## config.mk

```make
export PLATFORM = sky130hd
export DESIGN_NAME = moc_top
export DESIGN_NICKNAME = d
export VERILOG_FILES = /design/src/logic/moc_clk_monitor.v /design/src/logic/moc_delay_cnt.v /design/src/logic/moc_top.v
export VERILOG_INCLUDE_DIRS = /design/src /design/src/logic
export SDC_FILE = /design/constraint.sdc
export NUM_CORES = 1
export LEC_CHECK = 0
export ABC_CLOCK_PERIOD_IN_PS = 2650
export BUFFER_PORTS_ARGS = -buffer_cell sky130_fd_sc_hd__buf_2
export CAP_MARGIN = 20
export CORE_ASPECT_RATIO = 2
export CORE_MARGIN = 2
export CORE_UTILIZATION = 50
export DETAILED_ROUTE_END_ITERATION = 10
export HOLD_SLACK_MARGIN = 0.15
export PLACE_DENSITY = 0.75
export SLEW_MARGIN = 10
export SYNTH_ARGS = -nofsm -noshare
export SYNTH_HDL_FRONTEND = slang
export SYNTH_SLANG_ARGS = --single-unit
```

## constraint.sdc

```tcl
create_clock -name pclk -period 2.65 [get_ports pclk]
set_input_delay 0.53 -clock pclk [delete_from_list [all_inputs] [get_ports pclk]]
set_output_delay 0.53 -clock pclk [all_outputs]
set_load 0.05 [all_outputs]
```

## src/logic/moc_defines.vh

```
/*
  option loader constants: apb offsets, field positions, reset values,
  range codes and timing counts.
  assumes a 200 MHz pclk and a 32-bit apb bus.
*/
`ifndef MOC_DEFINES_VH
`define MOC_DEFINES_VH

// apb register byte offsets
`define MOC_OFF_OPTS      8'h00
`define MOC_OFF_CTRL      8'h04
`define MOC_OFF_IRQ_STAT  8'h08
`define MOC_OFF_IRQ_MASK  8'h0c
`define MOC_OFF_MEAS      8'h10

// option status fields
`define MOC_OPT_MAP_A     0
`define MOC_OPT_MAP_B     1
`define MOC_OPT_MON_EN    2
`define MOC_OPT_RANGE_LO  3
`define MOC_OPT_RANGE_HI  4
`define MOC_OPT_PLL_EN    5
`define MOC_OPT_RST_LONG  6
`define MOC_OPT_WATCHDOG_HALT_RESET_OPT  7
`define MOC_OPT_WDG_HW    8
`define MOC_OPT_SAFE_CLK  9
`define MOC_OPT_PLL_OK    10
`define MOC_OPT_CPU_HOLD  11
`define MOC_OPT_WDG_EN    12

// control fields and reset value
`define MOC_CTRL_WDG_SOFT 0
`define MOC_CTRL_RST      1'b0

// interrupt status and mask bits
`define MOC_IRQ_W         4
`define MOC_IRQ_CLK_FAIL  0
`define MOC_IRQ_PLL_BAD   1
`define MOC_IRQ_HALT_RST  2
`define MOC_IRQ_DLY_DONE  3
`define MOC_MASK_RST      4'h0

// monitor range codes
`define MOC_RANGE_HIGH    2'h0
`define MOC_RANGE_MEDIUM  2'h1
`define MOC_RANGE_MED_LOW 2'h2
`define MOC_RANGE_LOW     2'h3

// range bounds in MHz, equal to ticks per 1 us window
`define MOC_HIGH_LO       6'd8
`define MOC_HIGH_HI       6'd16
`define MOC_MED_LO        6'd4
`define MOC_MED_HI        6'd8
`define MOC_MLOW_LO       6'd2
`define MOC_MLOW_HI       6'd4
`define MOC_LOW_LO        6'd1
`define MOC_LOW_HI        6'd2
`define MOC_PLL_LO        6'd2
`define MOC_PLL_HI        6'd4

// timing
`define MOC_CLK_NS        5
`define MOC_WIN_NS        1000
`define MOC_WIN_CYC       (`MOC_WIN_NS / `MOC_CLK_NS)
`define MOC_WIN_LAST      8'd199
`define MOC_DLY_LONG      13'd4096
`define MOC_DLY_SHORT     13'd256

`endif

```

## src/logic/moc_clk_monitor.v

```verilog
/*
  clock monitor: counts oscillator ticks over a 1 us window and checks
  the count against the selected range and the pll input range.
  assumes osc_tick is a one-cycle pulse per oscillator period,
  synchronous to pclk.
*/
`timescale 1ns/100ps
`include "moc_defines.vh"

module moc_clk_monitor (
  input  wire       pclk,
  input  wire       presetn,
  input  wire       osc_tick,
  input  wire       armed,
  input  wire       mon_en,
  input  wire [1:0] range_code,
  output reg  [5:0] meas_r,
  output reg        fail_r,
  output reg        pll_ok_r,
  output reg        win_done_r
);

  reg  [7:0] win_r;
  reg  [5:0] cnt_r;
  wire [5:0] cnt_fin;
  wire       win_end;
  reg  [5:0] lo;
  reg  [5:0] hi;

  function in_range;
    input [5:0] val;
    input [5:0] lo_b;
    input [5:0] hi_b;
    begin
      in_range = (val >= lo_b) && (val <= hi_b);
    end
  endfunction

  // range bounds per code
  always @* begin
    case (range_code)
      `MOC_RANGE_HIGH:    begin lo = `MOC_HIGH_LO; hi = `MOC_HIGH_HI; end
      `MOC_RANGE_MEDIUM:  begin lo = `MOC_MED_LO;  hi = `MOC_MED_HI;  end
      `MOC_RANGE_MED_LOW: begin lo = `MOC_MLOW_LO; hi = `MOC_MLOW_HI; end
      default:            begin lo = `MOC_LOW_LO;  hi = `MOC_LOW_HI;  end
    endcase
  end

  assign win_end = (win_r == `MOC_WIN_LAST);
  assign cnt_fin = (cnt_r == 6'h3f) ? cnt_r : cnt_r + {5'h00, osc_tick};

  always @(posedge pclk or negedge presetn) begin
    if (!presetn) begin
      win_r      <= 8'h00;
      cnt_r      <= 6'h00;
      meas_r     <= 6'h00;
      fail_r     <= 1'b0;
      pll_ok_r   <= 1'b0;
      win_done_r <= 1'b0;
    end else begin
      win_done_r <= win_end;
      if (win_end) begin
        win_r    <= 8'h00;
        cnt_r    <= 6'h00;
        meas_r   <= cnt_fin;
        pll_ok_r <= in_range(cnt_fin, `MOC_PLL_LO, `MOC_PLL_HI);
        if (armed && mon_en && !in_range(cnt_fin, lo, hi)) begin
          fail_r <= 1'b1;
        end
      end else begin
        win_r <= win_r + 8'h01;
        cnt_r <= cnt_fin;
      end
    end
  end

endmodule // moc_clk_monitor

```

## src/logic/moc_delay_cnt.v

```verilog
/*
  cpu-cycle delay counter for the reset phase and halt exit.
  assumes cpu_tick is a one-cycle pulse per cpu cycle, synchronous to pclk.
*/
`timescale 1ns/100ps
`include "moc_defines.vh"

module moc_delay_cnt (
  input  wire pclk,
  input  wire presetn,
  input  wire start,
  input  wire long_sel,
  input  wire cpu_tick,
  output reg  busy_r,
  output reg  done_r
);

  reg [12:0] cnt_r;

  always @(posedge pclk or negedge presetn) begin
    if (!presetn) begin
      cnt_r  <= 13'h0000;
      busy_r <= 1'b0;
      done_r <= 1'b0;
    end else begin
      done_r <= 1'b0;
      if (start) begin
        cnt_r  <= long_sel ? `MOC_DLY_LONG : `MOC_DLY_SHORT;
        busy_r <= 1'b1;
      end else if (busy_r && cpu_tick) begin
        cnt_r <= cnt_r - 13'h0001;
        if (cnt_r == 13'h0001) begin
          busy_r <= 1'b0;
          done_r <= 1'b1;
        end
      end
    end
  end

endmodule // moc_delay_cnt

```

## src/logic/moc_top.v

```verilog
/*
  option loader: latches the configuration options at reset release and
  applies them to pin mapping, clock monitor, pll, reset delay and
  watchdog; apb slave with status, control and interrupt registers.
  assumes all inputs synchronous to pclk and options stable at reset.
*/
`timescale 1ns/100ps
`include "moc_defines.vh"

// Overview of operation
// - capture input two comes from pc1 or pd1 per mapping option a.
// - mapping b lin-on gives pd3..pd5 to lin, timer to pb6, pb7, pc0.
// - mapping b alternative disables lin and puts timer on pd3..pd5.
// - monitor enabled: out-of-range clock switches source to safe oscillator.
// - four range codes: 16..8, 8..4, 4..2, 2..1 MHz.
// - pll option doubles input clock; valid only for 2..4 MHz input.
// - reset phase and halt exit last 4096 or 256 cpu cycles.
// - watchdog on and halt-reset option set: halt causes chip reset.
// - watchdog enable source chosen by option: software or hardware.
module moc_top (
  input  wire        pclk,
  input  wire        presetn,
  input  wire [7:0]  paddr,
  input  wire        psel,
  input  wire        penable,
  input  wire        pwrite,
  input  wire [31:0] pwdata,
  output reg  [31:0] prdata,
  output reg         pready,
  output reg         pslverr,
  input  wire        cfg_alt_pin_map_sel_a,
  input  wire        cfg_alt_pin_map_sel_b,
  input  wire        cfg_clock_monitor_enable,
  input  wire [1:0]  cfg_monitor_freq_range,
  input  wire        cfg_pll_enable,
  input  wire        cfg_reset_delay_select,
  input  wire        cfg_watchdog_halt_reset_opt,
  input  wire        cfg_watchdog_enable_source,
  input  wire        osc_tick,
  input  wire        cpu_tick,
  input  wire        halt_exec,
  input  wire        halt_exit,
  input  wire        pin_pc1_in,
  input  wire        pin_pd1_in,
  input  wire [2:0]  pin_pd345_in,
  input  wire [2:0]  pin_pbc_in,
  input  wire [2:0]  timer_out,
  input  wire [2:0]  lin_out,
  output reg         timer_capture_in_two,
  output reg  [2:0]  timer_in,
  output reg  [2:0]  lin_in,
  output reg  [2:0]  pin_pd345_out,
  output reg  [2:0]  pin_pbc_out,
  output reg         lin_serial_unit_en,
  output reg         clk_src_safe,
  output reg         pll_enable,
  output reg         pll_in_range,
  output reg         cpu_hold,
  output reg         chip_reset_req,
  output reg         watchdog_en,
  output reg         irq
);

  // latched options
  reg        loaded_r;
  reg        alt_pin_map_sel_a_r;
  reg        alt_pin_map_sel_b_r;
  reg        clock_monitor_enable_r;
  reg  [1:0] monitor_freq_range_r;
  reg        pll_opt_r;
  reg        reset_delay_select_r;
  reg        watchdog_halt_reset_opt_r;
  reg        watchdog_enable_source_r;

  // software registers
  reg                  ctrl_wdg_soft_r;
  reg  [`MOC_IRQ_W-1:0] irq_stat_r;
  reg  [`MOC_IRQ_W-1:0] irq_mask_r;
  reg  [`MOC_IRQ_W-1:0] irq_stat_nxt;
  reg  [`MOC_IRQ_W-1:0] events;
  reg                  fail_d_r;
  reg                  ctrl_wdg_soft_nxt;
  reg  [`MOC_IRQ_W-1:0] irq_mask_nxt;

  // apb decode
  reg  [31:0] rdata_nxt;
  reg         err_nxt;
  reg  [31:0] prdata_nxt;
  reg         pready_nxt;
  reg         pslverr_nxt;
  wire        setup_ph;
  wire        wr_take;
  wire        dly_start;
  wire        wdg_en_nxt;
  wire        dly_long_sel;

  // submodule outputs
  wire [5:0]  meas;
  wire        mon_fail;
  wire        pll_ok;
  wire        win_done;
  wire        dly_busy;
  wire        dly_done;

  // write strobe for one register offset
  function reg_hit;
    input       take;
    input [7:0] addr;
    input [7:0] off;
    begin
      reg_hit = take && (addr == off);
    end
  endfunction

  // halt instruction that must end in a chip reset
  function halt_rst;
    input exec;
    input wdg_on;
    input opt;
    begin
      halt_rst = exec && wdg_on && opt;
    end
  endfunction

  assign setup_ph  = psel && !penable;
  assign wr_take   = psel && penable && pready && pwrite;
  assign dly_start = !loaded_r || halt_exit;

  // delay length: live option before the latch, latched value after it
  assign dly_long_sel = loaded_r ? reset_delay_select_r : cfg_reset_delay_select;

  // watchdog enable source
  assign wdg_en_nxt = watchdog_enable_source_r ? 1'b1 : ctrl_wdg_soft_r;

  // option latch, taken once at the first edge after reset release
  always @(posedge pclk or negedge presetn) begin
    if (!presetn) begin
      loaded_r                  <= 1'b0;
      alt_pin_map_sel_a_r       <= 1'b0;
      alt_pin_map_sel_b_r       <= 1'b0;
      clock_monitor_enable_r    <= 1'b0;
      monitor_freq_range_r      <= `MOC_RANGE_HIGH;
      pll_opt_r                 <= 1'b0;
      reset_delay_select_r      <= 1'b0;
      watchdog_halt_reset_opt_r <= 1'b0;
      watchdog_enable_source_r  <= 1'b0;
    end else if (!loaded_r) begin
      loaded_r                  <= 1'b1;
      alt_pin_map_sel_a_r       <= cfg_alt_pin_map_sel_a;
      alt_pin_map_sel_b_r       <= cfg_alt_pin_map_sel_b;
      clock_monitor_enable_r    <= cfg_clock_monitor_enable;
      monitor_freq_range_r      <= cfg_monitor_freq_range;
      pll_opt_r                 <= cfg_pll_enable;
      reset_delay_select_r      <= cfg_reset_delay_select;
      watchdog_halt_reset_opt_r <= cfg_watchdog_halt_reset_opt;
      watchdog_enable_source_r  <= cfg_watchdog_enable_source;
    end
  end

  moc_clk_monitor u_mon (
    .pclk       (pclk),
    .presetn    (presetn),
    .osc_tick   (osc_tick),
    .armed      (loaded_r),
    .mon_en     (clock_monitor_enable_r),
    .range_code (monitor_freq_range_r),
    .meas_r     (meas),
    .fail_r     (mon_fail),
    .pll_ok_r   (pll_ok),
    .win_done_r (win_done)
  );

  moc_delay_cnt u_dly (
    .pclk     (pclk),
    .presetn  (presetn),
    .start    (dly_start),
    .long_sel (dly_long_sel),
    .cpu_tick (cpu_tick),
    .busy_r   (dly_busy),
    .done_r   (dly_done)
  );

  // pin routing
  always @(posedge pclk or negedge presetn) begin
    if (!presetn) begin
      timer_capture_in_two <= 1'b0;
      timer_in             <= 3'h0;
      lin_in               <= 3'h7;
      pin_pd345_out        <= 3'h0;
      pin_pbc_out          <= 3'h0;
      lin_serial_unit_en   <= 1'b0;
    end else if (!loaded_r) begin
      timer_capture_in_two <= 1'b0;
      timer_in             <= 3'h0;
      lin_in               <= 3'h7;
      pin_pd345_out        <= 3'h0;
      pin_pbc_out          <= 3'h0;
      lin_serial_unit_en   <= 1'b0;
    end else begin
      timer_capture_in_two <= alt_pin_map_sel_a_r ? pin_pd1_in : pin_pc1_in;
      if (alt_pin_map_sel_b_r) begin
        lin_serial_unit_en <= 1'b0;
        pin_pd345_out      <= timer_out;
        timer_in           <= pin_pd345_in;
        pin_pbc_out        <= 3'h0;
        lin_in             <= 3'h7;
      end else begin
        lin_serial_unit_en <= loaded_r;
        pin_pd345_out      <= lin_out;
        lin_in             <= pin_pd345_in;
        pin_pbc_out        <= timer_out;
        timer_in           <= pin_pbc_in;
      end
    end
  end

  // clock, pll, delay and watchdog outputs
  always @(posedge pclk or negedge presetn) begin
    if (!presetn) begin
      clk_src_safe   <= 1'b0;
      pll_enable     <= 1'b0;
      pll_in_range   <= 1'b0;
      cpu_hold       <= 1'b1;
      chip_reset_req <= 1'b0;
      watchdog_en    <= 1'b0;
      fail_d_r       <= 1'b0;
    end else begin
      clk_src_safe   <= mon_fail;
      pll_enable     <= pll_opt_r;
      pll_in_range   <= pll_ok;
      cpu_hold       <= dly_start || dly_busy;
      chip_reset_req <= halt_rst(halt_exec, watchdog_en, watchdog_halt_reset_opt_r);
      watchdog_en    <= wdg_en_nxt;
      fail_d_r       <= mon_fail;
    end
  end

  // interrupt events
  always @* begin
    events                    = {`MOC_IRQ_W{1'b0}};
    events[`MOC_IRQ_CLK_FAIL] = mon_fail && !fail_d_r;
    events[`MOC_IRQ_PLL_BAD]  = win_done && pll_opt_r && !pll_ok;
    events[`MOC_IRQ_HALT_RST] = halt_rst(halt_exec, watchdog_en, watchdog_halt_reset_opt_r);
    events[`MOC_IRQ_DLY_DONE] = dly_done;
  end

  // write-one-to-clear, a new event wins over the clear
  always @* begin
    irq_stat_nxt = irq_stat_r;
    if (reg_hit(wr_take, paddr, `MOC_OFF_IRQ_STAT)) begin
      irq_stat_nxt = irq_stat_r & ~pwdata[`MOC_IRQ_W-1:0];
    end
    irq_stat_nxt = irq_stat_nxt | events;
  end

  // read mux and error decode
  always @* begin
    rdata_nxt = 32'h0000_0000;
    err_nxt   = 1'b0;
    case (paddr)
      `MOC_OFF_OPTS: begin
        rdata_nxt[`MOC_OPT_MAP_A]    = alt_pin_map_sel_a_r;
        rdata_nxt[`MOC_OPT_MAP_B]    = alt_pin_map_sel_b_r;
        rdata_nxt[`MOC_OPT_MON_EN]   = clock_monitor_enable_r;
        rdata_nxt[`MOC_OPT_RANGE_LO] = monitor_freq_range_r[0];
        rdata_nxt[`MOC_OPT_RANGE_HI] = monitor_freq_range_r[1];
        rdata_nxt[`MOC_OPT_PLL_EN]   = pll_opt_r;
        rdata_nxt[`MOC_OPT_RST_LONG] = reset_delay_select_r;
        rdata_nxt[`MOC_OPT_WATCHDOG_HALT_RESET_OPT] = watchdog_halt_reset_opt_r;
        rdata_nxt[`MOC_OPT_WDG_HW]   = watchdog_enable_source_r;
        rdata_nxt[`MOC_OPT_SAFE_CLK] = clk_src_safe;
        rdata_nxt[`MOC_OPT_PLL_OK]   = pll_in_range;
        rdata_nxt[`MOC_OPT_CPU_HOLD] = cpu_hold;
        rdata_nxt[`MOC_OPT_WDG_EN]   = watchdog_en;
      end
      `MOC_OFF_CTRL: begin
        rdata_nxt[`MOC_CTRL_WDG_SOFT] = ctrl_wdg_soft_r;
      end
      `MOC_OFF_IRQ_STAT: begin
        rdata_nxt[`MOC_IRQ_W-1:0] = irq_stat_r;
      end
      `MOC_OFF_IRQ_MASK: begin
        rdata_nxt[`MOC_IRQ_W-1:0] = irq_mask_r;
      end
      `MOC_OFF_MEAS: begin
        rdata_nxt[5:0] = meas;
      end
      default: begin
        err_nxt = 1'b1;
      end
    endcase
  end

  // apb slave: one setup, answer in the first access cycle
  always @* begin
    prdata_nxt  = prdata;
    pready_nxt  = 1'b0;
    pslverr_nxt = 1'b0;
    if (setup_ph) begin
      prdata_nxt  = pwrite ? 32'h0000_0000 : rdata_nxt;
      pready_nxt  = 1'b1;
      pslverr_nxt = err_nxt;
    end
  end

  always @(posedge pclk or negedge presetn) begin
    if (!presetn) begin
      prdata  <= 32'h0000_0000;
      pready  <= 1'b0;
      pslverr <= 1'b0;
    end else begin
      prdata  <= prdata_nxt;
      pready  <= pready_nxt;
      pslverr <= pslverr_nxt;
    end
  end

  // software register next values
  always @* begin
    ctrl_wdg_soft_nxt = ctrl_wdg_soft_r;
    irq_mask_nxt      = irq_mask_r;
    if (reg_hit(wr_take, paddr, `MOC_OFF_CTRL)) begin
      ctrl_wdg_soft_nxt = pwdata[`MOC_CTRL_WDG_SOFT];
    end
    if (reg_hit(wr_take, paddr, `MOC_OFF_IRQ_MASK)) begin
      irq_mask_nxt = pwdata[`MOC_IRQ_W-1:0];
    end
  end

  // software registers and interrupt line
  always @(posedge pclk or negedge presetn) begin
    if (!presetn) begin
      ctrl_wdg_soft_r <= `MOC_CTRL_RST;
      irq_mask_r      <= `MOC_MASK_RST;
      irq_stat_r      <= {`MOC_IRQ_W{1'b0}};
      irq             <= 1'b0;
    end else begin
      irq_stat_r <= irq_stat_nxt;
      irq        <= |(irq_stat_nxt & irq_mask_r);
      ctrl_wdg_soft_r <= ctrl_wdg_soft_nxt;
      irq_mask_r      <= irq_mask_nxt;
    end
  end

endmodule // moc_top

```

==> results.cfg, run 1 <==
[cts]
cts_buffers = 9
cts_repair_resize_count = 0
cts_buffer_depth = 2
clkSlewWorstSetupHoldPaths_ns = 0.06
worst_skew_pair.late_latency_ns = 0.34
cts_tree = built
clock_tree.htree_level_count = 3
numClockSinks = 93
clk_root_buffer_cell = clkbuf_16

[pwr]
power_frac_clock_pct = 31.6
power_per_cell_area_nw_per_um2 = 716
total_switching_power_mw = 1.15
power.internal_mw = 2.55
design_power_total_mw = 3.70
total_leakage_power_nw = 2.52
combPwrFrac_pct = 24.8
power_switching_share_pct = 31.0
pwr-share-seq_pct = 43.6
vdd.ir_drop.worst_mv = 0.317

[logic_synthesis]
synth_largest_type_area_fraction_pct = 50.8
syn-cell-area_um2 = 4380
synth_edf_count = 0
synthArstFlopShare_pct = 100
synthMostInstantiatedCell = dfrtp_1
avgSynthCellArea_um2 = 11.4
synth.yosys.warnings = 0
synth_seq_area_share_pct = 53.2
number_of_standard_cells_after_synthesis = 385
library_cell_occupying_the_most_area_in_the_post_synthesis_netlist = dfrtp_1
synth_ff_type = dfrtp_1
synthTopCellsByCount = 89 x dfrtp_1, 32 x nor2_1, 19 x buf_4
yosys_register_bits = 93
synth_cell_types = 54
synth.top_cells.by_area = dfrtp_1 51%, mux2_2 3.9%, ha_1 3.7%, mux2i_1 3.7%, buf_4 3.3%

[grt]
grt_pass1_vias = 3245
grt_antenna_before_repair = 0
total_routing_resource_utilization_after_global_routing_pct = 19.9
pin_count_of_the_biggest_net_entering_global_routing = 38
grt_pass1_wl_um = 14900
overflow = 0

[outcome]
result_of_the_run = completed

[sta]
worst-slew-pin-transition_ns = 0.512
rsz0062_at_grt = false
postLayoutSetupSlackWorst_ns = 0.271
timing.final.crit_period_ns = 2.38
fin_crit_sh_pct = 89.8
worst_slew_margin_rel_pct = 65.6
timing.final.setup_violations = 0
maxClockFrequency_mhz = 420
drv_slew = 0
fin_setup_tns_ns = 0
final_setup_skew_ns = 0.00761
finalHoldViolations = 0
finalHoldWorstSlack_ns = 0.397

[placed_design]
numPlacedInstances = 564
dp.final_hpwl_um = 6810
place_area_um2 = 4890
globalplace.congestion = 0.854
port-buffer-count = 79
pre_cts_slack_ns = 0.134

[detailed_routing]
routed_wirelength_um = 8960
met3_routed_wirelength_um = 361
route.met2.wl_um = 4860
dr_total_vias = 3160
viasPerCell = 5.45
drcViolationCount = 0
drt_iter0_drc = 189
final_antenna_net_count = 0
detail_route.wirelength.met1_um = 3360
wl_per_cell_um = 15.4
drt-pass1-iter-count = 4
dr.max_layer_used = met4

[finish]
filler_cell_count = 735
finalCoreUtilization_pct = 60.2
layoutNonFillerInstCount = 580
layout-drive-gt1-share_pct = 28.5
num_antenna_cells = 0
fin_area_um2 = 5170
nNetsFinal = 561
areaGrowthSynthToFinish_pct = 18.0

[setup_path]
crit_arrival_ns = 2.62
cp-start-kind = flop
path_class = reg2reg
cp-end-kind = flop
crit_required_ns = 2.89
path_max_fanout = 4

[die]
die_w_um = 70.2
start_util_pct = 51.0
count_of_pins_on_the_block_boundary = 127
fp-row-count = 48
fp.dieH_um = 136
design.die.area_um2 = 9570
core-area_um2 = 8590

[min_path]
worst_hold_path_type = in2reg

[flow_run]
max-cap-violations = 0
-- placed cells by master (no fill, tap or decap), types with 5 or more instances in the layout --
cell type,synthesis,final
nor2_1,32,32
ha_1,13,13
nand3_1,10,10
nand2b_1,13,13
xnor2_1,9,9
nor2b_1,14,14
mux2_2,15,15
a21oi_1,8,8
xor2_1,6,6
a22o_1,10,10
nand2_1,14,14
buf_4,19,12
nor4_1,5,5
or3_1,5,5
clkbuf_16,0,9
mux2i_1,16,16
or2_2,5,5
dfrtp_1,89,89
inv_1,12,12
conb_1,2,20
o21ai_0,15,15
buf_2,2,78
-- layer usage --
layer | GRT usage (%) | vias up
li1 | - | 1513
met1 | 21.5 | 1516
met2 | 35.9 | 100
met3 | 3.04 | 31
met4 | 12.3 | 0
met5 | 0 | -
-- worst max-delay path, cell delays in order (launching register included) --
cell and delay, ns:
dfrtp_1 0.41, ha_1 0.21, ha_1 0.22, xor2_1 0.17, nor2_1 0.17, inv_1 0.11, ha_1 0.31, o21a_1 0.17
a211o_1 0.30, a32oi_1 0.22
-- power groups by stage --
| stage | Sequential (mW) | Clock (mW) | Combinational (mW) |
|---|---|---|---|
| after floorplan | 1.68 | 0 | 0.562 |
| after global placement | 1.63 | 0 | 0.882 |
| after detailed placement | 1.64 | 0 | 0.909 |
| after CTS | 1.61 | 1.19 | 0.920 |
| after global routing | 1.63 | 1.26 | 1.01 |
| final | 1.61 | 1.17 | 0.917 |
-- path summary, 6_finish.rpt --
kind,startpoint,end,slack (ns),depth (start not counted)
max reg2reg,u_mon.cnt_r[0],u_mon.fail_r,0.27,9
max,u_mon.cnt_r[0],u_mon.fail_r,0.27,9
min,pin_pd345_in[2],lin_in[2],0.40,2
min reg2reg,u_mon.pll_ok_r,pll_in_range,0.43,0
min in group asynchronous,presetn,pin_pd345_out[1],0.67,2
max in group asynchronous,presetn,lin_in[1],1.25,3
-- layout make-up --
cell class                      instances  area, µm²  share of cell area, %
Multi-Input combinational cell        268       1890                   36.6
Clock inverter                          4       23.8                  0.460
Clock buffer                           11        243                   4.69
Inverter                               12       45.0                  0.871
Tap cell                              100        125                   2.42
Sequential cell                        93       2330                   45.1
Timing Repair Buffer                   92        510                   9.87
-- cell families after synthesis --
kind of cell,after synthesis,share of synthesized area [%]
buffers and inverters,42,5.28
adder cells (fa/ha/maj),13,3.71
AO/OA/AOI/OAI,59,9.39
flip-flops,93,53.2
multiplexers,32,8.02
other,2,0.171
AND/OR/NAND/NOR,129,17.2
XOR/XNOR,15,3.00
-- flip-flops by register name, summed over array words and instances (netlist names), 2 cells and up --
register / flops
monitor_freq_range_r: 2
u_dly.cnt_r: 13
lin_in: 3
pin_pd345_out: 3
irq_mask_r: 4
timer_in: 3
irq_stat_r: 4
prdata: 13
u_mon.meas_r: 6
pin_pbc_out: 3
u_mon.cnt_r: 6
u_mon.win_r: 8
-- timing repair --
| item | 4_1_cts | 5_1_grt |
|---|---|---|
| hold endpoints to repair | 28 | 0 |
| buffers inserted | 0 | 0 |
| hold buffers | 1 | 0 |
(Power assumes the default switching activity.)
==> run 2: changes to the inputs <==
- ABC_AREA: not set -> 1
==> run 2 against run 1 <==
  * Register-to-register slack better by 0.24 ns
  * Clock power is 7% higher
  * Die area is 4.1% higher
  * Utilization is 0.69 points lower
  * Largest cell class unchanged
==> results.cfg, run 2 <==
[logic_synthesis]
synth_seq_area_share_pct = 51.0
yosys.area_share.adder_pct = 3.56
yosys_register_bits = 93
synth_top_family_by_area = simple AND/OR/NAND/NOR gates
post_synth_xor_area_fraction_pct = 0.958
synth.top_cells.by_area = dfrtp_1 49%, nand2_1 11%, inv_1 5.3%, o21ai_0 3.7%, ha_1 3.6%
number_of_standard_cells_after_synthesis = 523
synth.yosys.warnings = 0
library_cell_occupying_the_most_area_in_the_post_synthesis_netlist = dfrtp_1
avgSynthCellArea_um2 = 8.74
synth_compound_area_share_pct = 8.46
synthTopCellsByCount = 129 x nand2_1, 89 x dfrtp_1, 64 x inv_1
synth_largest_type_area_fraction_pct = 48.7
synth.area.mux_share_pct = 0.986
synthArstFlopShare_pct = 100
synth_cell_types = 43
synthMostInstantiatedCell = nand2_1
synth_simple_gate_area_share_pct = 25.1
syn-cell-area_um2 = 4570
synth_edf_count = 0
synth_ff_type = dfrtp_1

[detailed_routing]
detail_route.wirelength.met1_um = 3730
met3_routed_wirelength_um = 436
drt_iter0_drc = 234
routed_wirelength_um = 10400
wl_per_cell_um = 14.5
dr_total_vias = 3786
dr.max_layer_used = met4
drt-pass1-iter-count = 5
final_antenna_net_count = 0
drcViolationCount = 0
viasPerCell = 5.27
route.met2.wl_um = 5750

[grt]
grt_pass1_wl_um = 17100
grt_antenna_before_repair = 0
grt_pass1_vias = 3813
overflow = 0
pin_count_of_the_biggest_net_entering_global_routing = 45
total_routing_resource_utilization_after_global_routing_pct = 21.8

[die]
core-area_um2 = 8950
count_of_pins_on_the_block_boundary = 127
start_util_pct = 51.0
die_w_um = 71.6
fp-row-count = 49
fp.dieH_um = 139
design.die.area_um2 = 9970

[finish]
largestRegisters = prdata: 13 flops, u_dly.cnt_r: 13 flops, u_mon.win_r: 8 flops
fin_area_um2 = 5330
num_antenna_cells = 0
filler_cell_count = 783
areaGrowthSynthToFinish_pct = 16.6
final_cell_mix = 129 x nand2_1, 89 x dfrtp_1, 78 x buf_2, 64 x inv_1, 39 x nor2_1
layout-drive-gt1-share_pct = 22.6
nNetsFinal = 696
mostFrequentLayoutCell = nand2_1

[setup_path]
cp-end-kind = flop
crit_required_ns = 2.89
library_cell_contributing_the_largest_single_delay_on_the_critical_path = dfrtp_1
timing.critical_path.cells = ha_1 > ha_1 > xnor2_1 > nand2_1 > ha_1 > nand3_1 > nand2_1 > nand2_1 > nand2_1 > a21oi_1 > nand2_1 > nand2_1 > nand2_1
max_stage_delay_ns = 0.38
path_max_fanout = 4
cp_common_cell = nand2_1
path_class = reg2reg
crit_arrival_ns = 2.38
cp-start-kind = flop

[cts]
clk_root_buffer_cell = clkbuf_16
cts_tree = built
clock_tree.htree_level_count = 3
cts_buffers = 9
numClockSinks = 93
clkSlewWorstSetupHoldPaths_ns = 0.07
cts_repair_resize_count = 0
cts_buffer_depth = 2
post_cts.repair.setup_buffers = 0
worst_skew_pair.late_latency_ns = 0.34
hold_fix_buffer_count_after_cts = 0

[outcome]
result_of_the_run = completed

[sta]
worst-slew-pin-transition_ns = 0.638
final_setup_skew_ns = 0.00503
maxClockFrequency_mhz = 468
fin_setup_tns_ns = 0
drv_slew = 0
finalHoldViolations = 0
fin_crit_sh_pct = 80.7
worst_slew_margin_rel_pct = 57.3
timing.final.crit_period_ns = 2.14
rsz0062_at_grt = false
timing.final.setup_violations = 0

[placed_design]
globalplace.congestion = 0.877
place_area_um2 = 5040
port-buffer-count = 79
dp.final_hpwl_um = 8000

[min_path]
worst_hold_path_type = in2async

[pwr]
power_per_cell_area_nw_per_um2 = 600
total_leakage_power_nw = 2.87
vdd.ir_drop.worst_mv = 0.325

[flow_run]
max-cap-violations = 0
[run 2: cell types whose count changed after synthesis, moves of 8 or more]
cell	before	now
mux2i_1	16	0
mux2_2	15	0
xnor2_1	9	1
a22o_1	10	0
inv_1	12	64
nand2b_1	13	0
o21ai_0	15	34
nand2_1	14	129
nor2b_1	14	0
nand3_1	10	26
[run 2: final timing paths]
| path | from | cells after the start | to | slack (ns) |
|---|---|---|---|---|
| max | u_mon.cnt_r[0] | 13 | u_mon.fail_r | 0.51 |
| min | presetn | 1 | irq | 0.18 |
| max reg2reg | u_mon.cnt_r[0] | 13 | u_mon.fail_r | 0.51 |
| min reg2reg | u_mon.pll_ok_r | 0 | pll_in_range | 0.40 |
| max in group asynchronous | presetn | 2 | lin_in[2] | 1.70 |
| min in group pclk | penable | 2 | pready | 0.37 |
[run 2: cells by family after synthesis]
group,Yosys count
muxes,3
other,2
DFF,93
AOI/OAI and AO/OA,71
and+or+nand+nor,239
adders and majority gates,13
buffers and inverters,97
xor gates and xnor gates,5
[run 2: worst max-delay path, delay by kind of cell, from the launching register on]
kind | cells | cell delay [ns]
flip-flops | 1 | 0.38
XOR/XNOR | 1 | 0.19
AO/OA/AOI/OAI | 1 | 0.13
AND/OR/NAND/NOR | 8 | 0.58
adder cells (fa/ha/maj) | 3 | 0.76
[run 2: layer usage]
metal | vias up | global-route usage [%]
li1 | 1820 | -
met4 | 0 | 12.9
met5 | - | 0
met3 | 37 | 3.49
met1 | 1815 | 22.2
met2 | 114 | 40.1
[run 2: through the flow]
| step | hold slack, ns | power (mW) | instances | utilization [%] | worst slack [ns] |
|---|---|---|---|---|---|
| 6_report | 0.182 | 3.19 | 718 | 59.5 | 0.512 |
| 3_5_place_dp | 0.393 | 1.97 | 702 | 56.3 | 0.267 |
| 2_1_floorplan | 0.234 | 1.85 | 541 | - | 0.479 |
| 4_1_cts | 0.210 | 3.21 | 718 | 59.5 | 0.531 |
| 5_1_grt | 0.235 | 3.33 | 718 | 59.5 | 0.303 |
| 3_3_place_gp | 0.387 | 1.95 | 702 | 56.3 | 0.278 |
[run 2: layout make-up]
cell class              instances  area (µm²)  area share, %
clock buffers                   9         225           4.23
clock inverters                 7        65.1           1.22
inverters                      73         279           5.24
multi-input cells             351        1860           34.9
flip-flops and latches         93        2330           43.8
well taps                     102         128           2.40
repair buffers                 83         440           8.27
[run 2: report_power, final]
part           total (mW)  internal (mW)  switching [mW]
Clock                1.25          0.659           0.592
Combinational       0.437          0.111           0.325
Sequential           1.51           1.47          0.0353
==> run 3: changes to the inputs <==
- ABC_CLOCK_PERIOD_IN_PS: 2650 -> 1800
- CORE_UTILIZATION: 50 -> 47
- PLACE_DENSITY: 0.75 -> 0.74
- clock period: 2.65 -> 1.8 ns (I/O delays scaled with it)
==> run 3 against run 2 <==
  * First-iteration DRC count fell by 6.8%
  * The run now ends with setup timing left
  * Clock skew barely moved
  * Die area rose by 6.1%
==> results.cfg, run 3 (synthesized netlist as in run 2, its figures left out) <==
[finish]
final_cell_mix = 128 x nand2_1, 89 x dfrtp_1, 78 x buf_2, 63 x inv_1, 39 x nor2_1
areaGrowthSynthToFinish_pct = 22.3
layout-drive-gt1-share_pct = 26.8
filler_cell_count = 858
nNetsFinal = 719
mostFrequentLayoutCell = nand2_1
num_antenna_cells = 0
layout.area.seq_um2 = 2330
fin_area_um2 = 5590
largestRegisters = prdata: 13 flops, u_dly.cnt_r: 13 flops, u_mon.win_r: 8 flops
multi_input_comb_area_um2 = 1950

[setup_path]
timing.critical_path.cells = ha_4 > ha_4 > xnor2_4 > nand2_2 > ha_4 > nand4_1 > nand3b_1 > a21oi_2 > nand2_1 > nand2_1 > nand2_1
cp-start-kind = flop
max_stage_delay_ns = 0.41
cp-end-kind = flop
library_cell_contributing_the_largest_single_delay_on_the_critical_path = dfrtp_1
rrSetupSlack_ns = -0.18
crit_required_ns = 2.02
worst-path-buf-inv = 0
path_class = reg2reg
crit_arrival_ns = 2.21
cp_top_family = adder cells
path_max_fanout = 3

[flow_run]
max-cap-violations = 0

[pwr]
design_power_total_mw = 4.58
vdd.ir_drop.worst_mv = 0.701
power_per_cell_area_nw_per_um2 = 819
total_leakage_power_nw = 3.00

[detailed_routing]
dr_total_vias = 3719
drt_iter0_drc = 218
viasPerCell = 4.99
wl_per_cell_um = 13.4
routed_wirelength_um = 10000
drcViolationCount = 0
drt-pass1-iter-count = 4
final_antenna_net_count = 0

[outcome]
result_of_the_run = finished with violations
violations = setup timing

[sta]
final_setup_skew_ns = 0.00522
fin_crit_sh_pct = 110
maxClockFrequency_mhz = 505
postLayoutSetupSlackWorst_ns = -0.181
drv_slew = 0
finalHoldWorstSlack_ns = 0.224
worst-slew-pin-transition_ns = 0.509
timing.final.crit_period_ns = 1.98
worst_slew_margin_rel_pct = 65.8
finalHoldViolations = 0
rsz0062_at_grt = true
timing.final.setup_violations = 1

[cts]
cts_buffer_depth = 2
numClockSinks = 93
worst_skew_pair.late_latency_ns = 0.33
cts_buffers = 9
clk_root_buffer_cell = clkbuf_16
cts_tree = built
clkSlewWorstSetupHoldPaths_ns = 0.06
clock_tree.htree_level_count = 3

[grt]
grt_antenna_before_repair = 0
grt_pass1_wl_um = 16200
pin_count_of_the_biggest_net_entering_global_routing = 40
grt_pass1_vias = 3508
total_routing_resource_utilization_after_global_routing_pct = 19.7
overflow = 0

[placed_design]
dp.final_hpwl_um = 7420
globalplace.congestion = 0.909
place_area_um2 = 5200
port-buffer-count = 79

[min_path]
worst_hold_path_type = in2reg

[die]
fp-row-count = 51
fp.dieH_um = 143
design.die.area_um2 = 10600
start_util_pct = 47.7
count_of_pins_on_the_block_boundary = 127
die_w_um = 73.7
core-area_um2 = 9570
[run 3: changes by cell type in the layout (fill, tap and decap cells not counted), moves of 2 or more]
cell and change:
buf_4 +21, clkinv_2 +5, ha_1 -5, ha_4 +5, inv_6 -2, inv_8 -2
[run 3: layout make-up]
cell class                      count  area share (%)
Clock buffer                        9            4.03
Clock inverter                      7           0.761
Inverter                           73            4.99
Multi-Input combinational cell    351            34.9
Sequential cell                    93            41.7
Tap cell                          106            2.37
Timing Repair Buffer              106            11.2
[run 3: report_power, final]
part	internal, mW	total [mW]	switching (mW)
Clock	0.927	1.69	0.766
Sequential	2.17	2.22	0.0482
Combinational	0.188	0.670	0.482
Total	3.28	4.58	1.30
[run 3: path summary, 6_finish.rpt]
check                               start        endpoint  cells past startpoint
max                        u_mon.cnt_r[0]    u_mon.fail_r                     11
min                               penable          pready                      2
max reg2reg                u_mon.cnt_r[0]    u_mon.fail_r                     11
min reg2reg                u_mon.pll_ok_r    pll_in_range                      0
max in group asynchronous         presetn       lin_in[1]                      3
min in group asynchronous         presetn  u_mon.win_r[7]                      2
[run 3: routing by layer]
| layer | global-route usage (%) | wire [µm] | part of all wire (%) |
|---|---|---|---|
| met1 | 28.9 | 4720 | 47 |
| met2 | 28.9 | 4580 | 46 |
| met3 | 4.07 | 526 | 5.3 |
| met4 | 6.99 | 197 | 2.0 |
| met5 | 0 | 0 | 0 |
[run 3: per-stage QoR]
step | worst slack, ns | TNS (ns) | cells | util, %
after floorplan | -0.102 | -0.102 | 541 | -
after global placement | -0.248 | -0.248 | 723 | 54.4
after detailed placement | -0.283 | -0.283 | 723 | 54.4
after CTS | -0.182 | -0.182 | 740 | 57.5
after global routing | -0.345 | -0.345 | 745 | 58.4
final | -0.181 | -0.181 | 745 | 58.4
[run 3: repair_timing]
item,in CTS,in global routing
gates cloned,0,0
pin swaps,3,2
endpoints found under the setup margin,1,1
gates resized for setup,2,7
setup buffers,0,5
hold endpoints to repair,24,0
hold buffers,1,0
